[src/design/dacsi_pkg.sv]
/*
 package for the serial input of the 12-bit voltage DAC: widths, reset values, frame carrier.
 assumes the link clock and data are sampled by a faster system clock.
*/
package dacsi_pkg;
  localparam int WORD_W = 16;
  localparam int CODE_W = 12;
  localparam int MODE_W = 2;
  localparam int CNT_W = 5;
  localparam logic [CNT_W-1:0] FRAME_BITS = 5'h10;
  localparam logic [CNT_W-1:0] CNT_RST = 5'h00;
  localparam logic [WORD_W-1:0] SHIFT_RST = 16'h0000;
  localparam logic [CODE_W-1:0] CODE_RST = 12'h000;
  localparam logic [MODE_W-1:0] MODE_RST = 2'h0;
  localparam int CODE_LSB = 0;
  localparam int MODE_LSB = 12;
  localparam logic [MODE_W-1:0] MODE_NORMAL = 2'h0;

  typedef struct packed {
    logic [MODE_W-1:0] mode;
    logic [CODE_W-1:0] code;
  } dacsi_conv_t;
endpackage

[src/design/dacsi_top.sv]
/*
 serial write port of the 12-bit DAC: shift register, frame control, converter register.
 assumes select, link clock and data come from pins outside the clk_i domain.
*/
`timescale 1ns/1ps
`default_nettype none
module dacsi_top (
  // system
  input wire logic clk_i,
  input wire logic reset_n_i,
  // serial link
  input wire logic frame_select_n_i,
  input wire logic shift_clock_i,
  input wire logic serial_data_in_i,
  // converter side
  output logic [dacsi_pkg::CODE_W-1:0] analog_output_o,
  output logic power_down_o,
  output logic [dacsi_pkg::MODE_W-1:0] power_mode_o,
  output logic update_o
);
  logic [2:0] sel_s;
  logic [2:0] sck_s;
  logic [1:0] sdi_s;
  logic [dacsi_pkg::WORD_W-1:0] shift;
  logic [dacsi_pkg::CNT_W-1:0] count;
  logic active;
  dacsi_pkg::dacsi_conv_t conv;
  logic written;

  // synchronisers; stage 0 read only by stage 1
  always_ff @(posedge clk_i) begin
    if (!reset_n_i) begin
      sel_s <= 3'h7;
      sck_s <= 3'h7;
      sdi_s <= 2'h0;
    end else begin
      sel_s <= {sel_s[1:0], frame_select_n_i};
      sck_s <= {sck_s[1:0], shift_clock_i};
      sdi_s <= {sdi_s[0], serial_data_in_i};
    end
  end

  wire sel_low = !sel_s[1];
  wire sel_fall = sel_s[2] && !sel_s[1];
  wire sck_fall = sck_s[2] && !sck_s[1] && sel_low;
  wire last_bit = (count == dacsi_pkg::FRAME_BITS - 5'h01);
  wire [dacsi_pkg::WORD_W-1:0] next_shift = {shift[dacsi_pkg::WORD_W-2:0], sdi_s[1]};

  // frame tracking
  always_ff @(posedge clk_i) begin
    if (!reset_n_i) begin
      active <= 1'b0;
      count <= dacsi_pkg::CNT_RST;
    end else if (!sel_low) begin
      active <= 1'b0;
      count <= dacsi_pkg::CNT_RST;
    end else if (sel_fall) begin
      active <= 1'b1;
      count <= dacsi_pkg::CNT_RST;
    end else if (active && sck_fall) begin
      count <= count + 5'h01;
      if (last_bit) begin
        active <= 1'b0;
      end
    end
  end

  always_ff @(posedge clk_i) begin
    if (!reset_n_i) begin
      shift <= dacsi_pkg::SHIFT_RST;
    end else if (active && sck_fall) begin
      shift <= next_shift;
    end
  end

  // converter register, zero until first full frame
  always_ff @(posedge clk_i) begin
    if (!reset_n_i) begin
      conv <= '{mode: dacsi_pkg::MODE_RST, code: dacsi_pkg::CODE_RST};
      written <= 1'b0;
      update_o <= 1'b0;
    end else begin
      update_o <= 1'b0;
      if (active && sck_fall && last_bit && sel_low) begin
        conv.code <= next_shift[dacsi_pkg::CODE_LSB +: dacsi_pkg::CODE_W];
        conv.mode <= next_shift[dacsi_pkg::MODE_LSB +: dacsi_pkg::MODE_W];
        written <= 1'b1;
        update_o <= 1'b1;
      end
    end
  end

  // mode decode shared by outputs and checks
  function automatic logic mode_is_normal(input logic [dacsi_pkg::MODE_W-1:0] mode);
    return mode == dacsi_pkg::MODE_NORMAL;
  endfunction

  always_ff @(posedge clk_i) begin
    if (!reset_n_i) begin
      analog_output_o <= dacsi_pkg::CODE_RST;
      power_down_o <= 1'b0;
      power_mode_o <= dacsi_pkg::MODE_RST;
    end else begin
      power_mode_o <= conv.mode;
      power_down_o <= written && !mode_is_normal(conv.mode);
      analog_output_o <= (written && mode_is_normal(conv.mode)) ? conv.code : dacsi_pkg::CODE_RST;
    end
  end

  // assertions
  property p_shift_on_fall;
    @(posedge clk_i) disable iff (!reset_n_i) (active && sck_fall) |=> (shift[0] == $past(sdi_s[1]));
  endproperty
  a_shift_on_fall: assert property (p_shift_on_fall) else $error("bit not shifted");

  property p_count_step;
    @(posedge clk_i) disable iff (!reset_n_i) (active && sck_fall) |=> (count == $past(count) + 5'h01);
  endproperty
  a_count_step: assert property (p_count_step) else $error("bit count did not advance");

  property p_frame_start;
    @(posedge clk_i) disable iff (!reset_n_i) (sel_fall) |=> (active && count == dacsi_pkg::CNT_RST);
  endproperty
  a_frame_start: assert property (p_frame_start) else $error("frame not started");

  property p_fall_from_idle;
    @(posedge clk_i) disable iff (!reset_n_i) sel_fall |-> !active;
  endproperty
  a_fall_from_idle: assert property (p_fall_from_idle) else $error("frame start while shifting");

  property p_update_16;
    @(posedge clk_i) disable iff (!reset_n_i) update_o |-> ($past(count) == dacsi_pkg::FRAME_BITS - 5'h01);
  endproperty
  a_update_16: assert property (p_update_16) else $error("update not on 16th edge");

  property p_update_once;
    @(posedge clk_i) disable iff (!reset_n_i) update_o |=> !update_o;
  endproperty
  a_update_once: assert property (p_update_once) else $error("update longer than one cycle");

  property p_last_stops;
    @(posedge clk_i) disable iff (!reset_n_i) (active && sck_fall && last_bit) |=> !active;
  endproperty
  a_last_stops: assert property (p_last_stops) else $error("shifting went on after last bit");

  property p_count_bound;
    @(posedge clk_i) disable iff (!reset_n_i) active |-> (count < dacsi_pkg::FRAME_BITS);
  endproperty
  a_count_bound: assert property (p_count_bound) else $error("bit count past frame length");

  property p_update_code;
    @(posedge clk_i) disable iff (!reset_n_i)
      update_o |=> (!mode_is_normal(power_mode_o) || analog_output_o == conv.code);
  endproperty
  a_update_code: assert property (p_update_code) else $error("output not updated");

  property p_abort;
    @(posedge clk_i) disable iff (!reset_n_i) (!sel_low) |=> (!update_o && !active && count == dacsi_pkg::CNT_RST);
  endproperty
  a_abort: assert property (p_abort) else $error("abort not honoured");

  property p_conv_hold;
    @(posedge clk_i) disable iff (!reset_n_i) $changed(conv) |-> update_o;
  endproperty
  a_conv_hold: assert property (p_conv_hold) else $error("converter register changed without update");

  property p_out_hold;
    @(posedge clk_i) disable iff (!reset_n_i)
      $changed({analog_output_o, power_down_o, power_mode_o}) |-> $past(update_o);
  endproperty
  a_out_hold: assert property (p_out_hold) else $error("output changed without update");

  property p_zero;
    @(posedge clk_i) disable iff (!reset_n_i) (!written) |=> (analog_output_o == dacsi_pkg::CODE_RST);
  endproperty
  a_zero: assert property (p_zero) else $error("output not zero before write");

  property p_zero_before_write;
    @(posedge clk_i) disable iff (!reset_n_i)
      (!written) |-> (analog_output_o == dacsi_pkg::CODE_RST && !power_down_o);
  endproperty
  a_zero_before_write: assert property (p_zero_before_write) else $error("outputs active before write");

  property p_written_holds;
    @(posedge clk_i) disable iff (!reset_n_i) written |=> written;
  endproperty
  a_written_holds: assert property (p_written_holds) else $error("write flag lost");

  property p_update_written;
    @(posedge clk_i) disable iff (!reset_n_i) update_o |-> written;
  endproperty
  a_update_written: assert property (p_update_written) else $error("update without write flag");

  property p_first_write;
    @(posedge clk_i) disable iff (!reset_n_i) $rose(written) |-> update_o;
  endproperty
  a_first_write: assert property (p_first_write) else $error("write flag set without update");

  property p_pd;
    @(posedge clk_i) disable iff (!reset_n_i) $rose(power_down_o) |-> (analog_output_o == dacsi_pkg::CODE_RST);
  endproperty
  a_pd: assert property (p_pd) else $error("power-down output not zero");

  property p_pd_zero;
    @(posedge clk_i) disable iff (!reset_n_i) power_down_o |-> (analog_output_o == dacsi_pkg::CODE_RST);
  endproperty
  a_pd_zero: assert property (p_pd_zero) else $error("output live in power-down");

  property p_pd_mode;
    @(posedge clk_i) disable iff (!reset_n_i) power_down_o == !mode_is_normal(power_mode_o);
  endproperty
  a_pd_mode: assert property (p_pd_mode) else $error("power-down does not match mode");

  property p_update_mode;
    @(posedge clk_i) disable iff (!reset_n_i) update_o |=> (power_mode_o == conv.mode);
  endproperty
  a_update_mode: assert property (p_update_mode) else $error("mode not updated");

  property p_idle;
    @(posedge clk_i) disable iff (!reset_n_i) (!sel_low && $stable(sel_s[1])) |=> $stable(shift);
  endproperty
  a_idle: assert property (p_idle) else $error("shift while idle");

  property p_no_shift_idle;
    @(posedge clk_i) disable iff (!reset_n_i) (!active) |=> $stable(shift);
  endproperty
  a_no_shift_idle: assert property (p_no_shift_idle) else $error("shift outside frame");

  c_update: cover property (@(posedge clk_i) disable iff (!reset_n_i) update_o);
  c_abort: cover property (@(posedge clk_i) disable iff (!reset_n_i) active && !sel_low);
  c_pd: cover property (@(posedge clk_i) disable iff (!reset_n_i) $rose(power_down_o));
  c_pd_exit: cover property (@(posedge clk_i) disable iff (!reset_n_i) $fell(power_down_o));
  c_idle_clock: cover property (@(posedge clk_i) disable iff (!reset_n_i) !sel_low && sck_s[2] && !sck_s[1]);
endmodule
`default_nettype wire

[config.mk]
export PLATFORM = sky130hd
export DESIGN_NAME = dacsi_top
export DESIGN_NICKNAME = d
export VERILOG_FILES = /design/src/design/dacsi_pkg.sv /design/src/design/dacsi_top.sv
export SDC_FILE = /design/constraint.sdc
export NUM_CORES = 1
export LEC_CHECK = 0
export ABC_AREA = 1
export BUFFER_PORTS_ARGS = -buffer_cell sky130_fd_sc_hd__clkbuf_2
export CORE_MARGIN = 4
export CORE_UTILIZATION = 56
export CTS_CLUSTER_SIZE = 8
export DETAILED_ROUTE_END_ITERATION = 6
export PLACE_DENSITY = 0.79
export SYNTH_ARGS = -nofsm -noshare
export SYNTH_HDL_FRONTEND = slang
export SYNTH_SLANG_ARGS = --single-unit
[constraint.sdc]
create_clock -name clk_i -period 2 [get_ports clk_i]
set_input_delay 0 -clock clk_i [delete_from_list [all_inputs] [get_ports clk_i]]
set_output_delay 0 -clock clk_i [all_outputs]
set_load 0.02 [all_outputs]
## Word-level counts from Yosys, hierarchy flattened

Cells that the tools add are included.

| storage, ports and cells | value |
|---|---|
| bits in registers | 58 |
| output and inout bits | 16 |
| bits of input ports | 5 |
| word-level logic and storage cells | 38 |

| operators by class | value |
|---|---|
| reductions and logical operators | 18 |
| eq/ne operators | 1 |
| muxes and demuxes | 4 |
| bitwise gates (word level) | 1 |
| add/subtract/negate cells | 1 |

Operators with widths:

| kind | number |
|---|---|
| logical AND 1 bit | 8 |
| adder 5 x 1 -> 5 bit (second input constant) | 1 |
| == test 5 x 4 -> 1 bit (second input constant) | 1 |
| two-way mux 1 bit | 4 |
| AND reduction 2 bit | 2 |
| nonzero test 2 bit | 2 |
| zero test 1 bit | 3 |
| OR reduction 3 bit | 1 |
| zero test 2 bit | 1 |
| OR reduction 2 bit | 1 |
| NOT 1 bit | 1 |

## Longest topological paths before layout

| depth | value |
|---|---|
| depth after elaboration | 7 |
| depth in mapped cells | 8 |
| mapped depth without buffers | 8 |

## Worst setup path before layout

No wires, ideal clock.

| path | value |
|---|---|
| path type | register to register |
| start | register count[0] (netlist bit) |
| end | register conv[13] (netlist bit) |
| required time | 1.884 ns |
| stages on the path, launching flop included | 9 |
| arrival time | 1.329 ns |
| clock period less this slack | 1.445 ns |
| slack | 0.555 ns |
| path buffers | 1 |
| setup time | 0.116 ns |
| cells stage by stage | dfxtp_1 ha_1 inv_1 nor3_1 ha_1 nand3_4 buf_6 nor2_1 a21oi_2 |

| on the way | value |
|---|---|
| cells in the longest elaborated chain, start to end | 3 |

RTL lines:

| element | RTL line | RTL |
|---|---|---|
| start, declared | dacsi_top.sv:25 | `logic [dacsi_pkg::CNT_W-1:0] count;` |
| start signal, assigned | dacsi_top.sv:53 | `count <= dacsi_pkg::CNT_RST;` |
| start signal, assigned | dacsi_top.sv:56 | `count <= dacsi_pkg::CNT_RST;` |
| start signal, assigned | dacsi_top.sv:59 | `count <= dacsi_pkg::CNT_RST;` |
| == test 5 x 4 -> 1 bit | dacsi_top.sv:46 | `wire last_bit = (count == dacsi_pkg::FRAME_BITS - 5'h01);` |
| logical AND 1 bit (2 in a row) | dacsi_top.sv:84 | `if (active && sck_fall && last_bit && sel_low) begin` |
| end signal, assigned | dacsi_top.sv:79 | `conv <= '{mode: dacsi_pkg::MODE_RST, code: dacsi_pkg::CODE_RST};` |
| end, declared | dacsi_top.sv:27 | `dacsi_pkg::dacsi_conv_t conv;` |

Every way passes these cells.
A chain may end at the register's enable or synchronous reset.

## Worst setup path after layout

| path | value |
|---|---|
| start | register count[0] (netlist bit) |
| end | register conv[8] (netlist bit) |

The elaborated chain is that of the path after synthesis.

==> results.md <==
- STA puts the critical path data arrival time at between 2 and 2.5 ns.
- The standby leakage power is 0.0009030 uW.
- Sorting the synthesized cells by how often they occur yields dfxtp_1 (58), nor2_1 (33), inv_1 (31).
- The cell with the largest stage delay on the worst path is dfxtp_1.
- The area share of the largest cell type after synthesis is 0.5775.
- For this configuration, the core starts out at a cell density of 0.5932.
- The remaining number of nets flagged by the antenna check after routing is 0.
- The total power density per cell area is around 830 nW/um2.
- The most numerous cell type found on the critical path is ha_1.
- After routing the design area is 2218 um2.
- In the routed design, unresolved DRC markers number 0.
- The sum of overflow across all layers after global routing is 0.
- The cell accounting for the most synthesized area is dfxtp_1.
- The worst voltage drop across the vdd grid is roughly 0.41 mV.
- The setup path with the least slack is of type flop to flop.
- The die covers roughly 4600 um2.
- After legalization and detailed placement, the total HPWL measured 2044 um.
- After clock tree synthesis, the setup repair step added 0 buffers.
- Setup repair after global routing left no endpoint under its margin.
- Yosys attributes the largest share of cell area to dfxtp_1 (58%), nor2_1 (6.2%), inv_1 (5.8%), o21ai_0 (3.7%), a21oi_1 (3.5%).
- The clock buffer count from CTS is 9.
- The global-route usage over all layers is 0.1638.
- The part of the total power dissipated in sequential elements is 0.630.
- The number of buffers inserted by hold repair at cts is 3.
- The number of diodes is 0.
- Clock latency on the worst-skew pair, taken at its later pin, is just under 0.4 ns.
- The maximum level of the CTS H-tree is 3.
- The net switching power figure is just over 400 uW.
- Counting every net in the synthesized netlist gives 230.
- The number of search-and-repair iterations in the first detailed-routing pass is 4.
- The synthesized instance count is ~220.
- The timing-limited maximum frequency is around 560 MHz.
- The placed instance count is 280.
- For the final database, setup skew stands at ~0.011 ns.
- The combinational share of power is 0.018.
- The number of cell rows is 21.
- The warning count from the yosys run is 0.
- Clock-pin slew was measured on the worst setup and hold paths at roughly 0.090 ns.
- Using the TritonRoute via totals, the vias-per-cell ratio works out to 4.700.
- The number of pins exceeding their max-slew limit in the final report is 0.
- A synthesized cell averages 9.016 um2.
- The root cell of the clock tree is clkbuf_4.
- The post-detailed-route wirelength per cell is a little over 10 um.
- The total vias in the final route is between 1000 and 1500.
- Compared with the post-synthesis result, the final layout area differs by 10.33%.
- Entering global routing, the biggest net connects 33 pins.
- The most used flip-flop cell after synthesis is dfxtp_1.
- The number of global-route vias before repair is 1294.
- The maximum root-to-sink buffer count is 2.
- CTS saw 58 sinks.
- The min-delay analysis places its worst path in the category input pin to flop.
- The part of the Yosys area used for sequential elements is 0.5775.
- Internal power comes to ~1400 uW.
- The last weighted congestion value of the routability-driven placer is a little under 0.8.
- After synthesis the cells add up to ~2000 um2.
- The floorplan die width is around 68 um.
- The kind of start point of the critical path is a flop.
- The largest single stage delay on the critical path is roughly 0.36 ns.
- The worst path in the final design needs a cycle of between 1.5 and 2 ns, including I/O delays and setup.
- The overall routed net length is roughly 3100 um.
- The signal on the critical path passes through ha_1 -> inv_1 -> nor3_1 -> ha_1 -> nand3_2 -> o21ai_0.
- The run finished with clean final reports.
- The number of gates resized after CTS was 0.
- The die span in y is roughly 68 um.
- The layout has between 200 and 300 filler cells.
- The total count of hold-check failures in the final report is 0.
- The switching power share of the total is 0.2200.
- 21 I/O pins were placed.
- The leading cell type by number of instances after synthesis is dfxtp_1.
- The placed instances occupy a cell area of ~2100 um2.
- Setup violations remaining at the end of the flow were counted as 0.
- The synthesized design contains slightly below 60 register bits.
- The violation count after the first detailed-routing iteration is ~110.
- The final setup slack of the worst path is 0.2204 ns.
- TritonCTS built the clock tree.
- After synthesis, the netlist uses 24 different library cells.
- Of the cells placed in the final design, the portion with a size suffix greater than 1 is 0.2191.
- Prior to clock tree synthesis, the placed netlist has a worst setup slack of about 0.26 ns.
- The floorplan core area is around 3400 um2.
- Dividing the final minimum period by the clock period gives 0.8898.
- Along the worst path, the maximum fanout reaches 13.
- At the end of the flow, the number of nets in the layout was 255.
- Registers take ~1200 um2.
- The number of antenna violations at the first check in global routing is 0.
- The synthesized design contains 0 enable-type register cells.
- The endpoint kind of the worst setup timing path is a flop.
- The async set-or-reset flop fraction in the synthesized netlist is 0.
- For this run, the number of standard cells in the final layout without fillers is approximately 300.
- The post-route setup TNS is 0 ns.
- The multi-input combinational cell area is 636.9 um2.
- During placement, the flow inserted port buffers numbering 20.
- The global-route wire length before repair is 5437 um.
- The worst pin sits at a relative slew slack of 0.6203.
- The max capacitance violation total is 0.
- Data on the critical path is required at its endpoint by approximately 2.3 ns.
- Of the total power, the clock network draws 0.351.
- The actual slew at the worst max-slew pin is approximately 0.57 ns.
cell usage in the layout (no fill, tap or decap), types with 2 or more instances in the layout:
| master | synthesis | final |
|---|---|---|
| dfxtp_1 | 58 | 58 |
| nor2_1 | 33 | 33 |
| inv_1 | 31 | 31 |
| clkbuf_2 | 0 | 20 |
| nand2_1 | 17 | 17 |
| o21ai_0 | 15 | 15 |
| a21oi_1 | 14 | 14 |
| nand3_1 | 12 | 12 |
| clkbuf_4 | 0 | 9 |
| o21ai_2 | 6 | 6 |
| o21ai_1 | 5 | 5 |
| inv_2 | 4 | 4 |
| or2_1 | 4 | 4 |
| clkinv_2 | 0 | 4 |
| nand2_2 | 3 | 3 |
| dlygate4sd3_1 | 0 | 3 |
| nor2_4 | 2 | 2 |
| a21oi_2 | 2 | 2 |
| ha_1 | 2 | 2 |
stage by stage:
step	power, uW	hold WS, ns	utilization
after floorplan	1216	0.09763	-
after global placement	1222	0.1772	0.6157
after detailed placement	1223	0.1830	0.6157
after CTS	1872	0.1496	0.6545
after global routing	1932	0.2223	0.6545
final	1848	0.1562	0.6545
final timing paths:
kind	cells after the start	startpoint	slack, ns	to
setup / recovery	6	count[0]$_SDFFE_PP0P_	0.22	conv[8]$_SDFFE_PN0P_
hold / removal	2	reset_n_i	0.16	sck_s[2]$_SDFF_PN1_
setup reg to reg	6	count[0]$_SDFFE_PP0P_	0.22	conv[8]$_SDFFE_PN0P_
hold reg to reg	1	sck_s[0]$_SDFF_PN1_	0.41	sck_s[1]$_SDFF_PN1_
cells by family after synthesis:
logic type | after synthesis | share of synthesized area
buffers and inverters | 44 | 0.1058
adders and majority gates | 2 | 0.01244
and+or+nand+nor | 76 | 0.1811
AOI/OAI and AO/OA | 43 | 0.1232
DFF | 58 | 0.5775
flip-flops by register name, indices dropped and copies added (netlist names):
| register | count |
|---|---|
| active | 1 |
| analog_output_o | 12 |
| shift | 13 |
| sel_s | 3 |
| sdi_s | 2 |
| count | 5 |
| power_down_o | 1 |
| conv | 14 |
| sck_s | 3 |
| written | 1 |
| update_o | 1 |
| power_mode_o | 2 |
routing by layer:
layer / vias up / GRT usage / share of wire
met4: 0 / 0.1290 / 0.041
met5: - / 0 / 0
met1: 616 / 0.1814 / 0.47
met3: 11 / 0.05419 / 0.054
met2: 26 / 0.2563 / 0.43
li1: 743 / - / -
layout make-up:
| type | count | share of cell area |
|---|---|---|
| flip-flops and latches | 58 | 0.5234 |
| well taps | 46 | 0.02594 |
| clock buffers | 10 | 0.03666 |
| repair buffers | 23 | 0.05866 |
| multi-input cells | 121 | 0.2871 |
| clock inverters | 4 | 0.009024 |
| inverters | 35 | 0.05922 |
power groups by stage:
stage               Combinational (uW)  Clock [uW]  Sequential [uW]
finish                            33.9         649             1170
global route                      39.5         726             1170
CTS                               34.7         672             1170
detailed placement                30.0           0             1190
global placement                  29.3           0             1190
floorplan                         24.1           0             1190
critical path: cells and delay by family, from the launching register on:
family	cells	cell delay [ns]
compound gates	1	0.30
simple gates	2	0.51
fa+ha+maj	2	0.48
flops	1	0.36
buf+inv	1	0.06
Power figures use the tool's default switching activity.
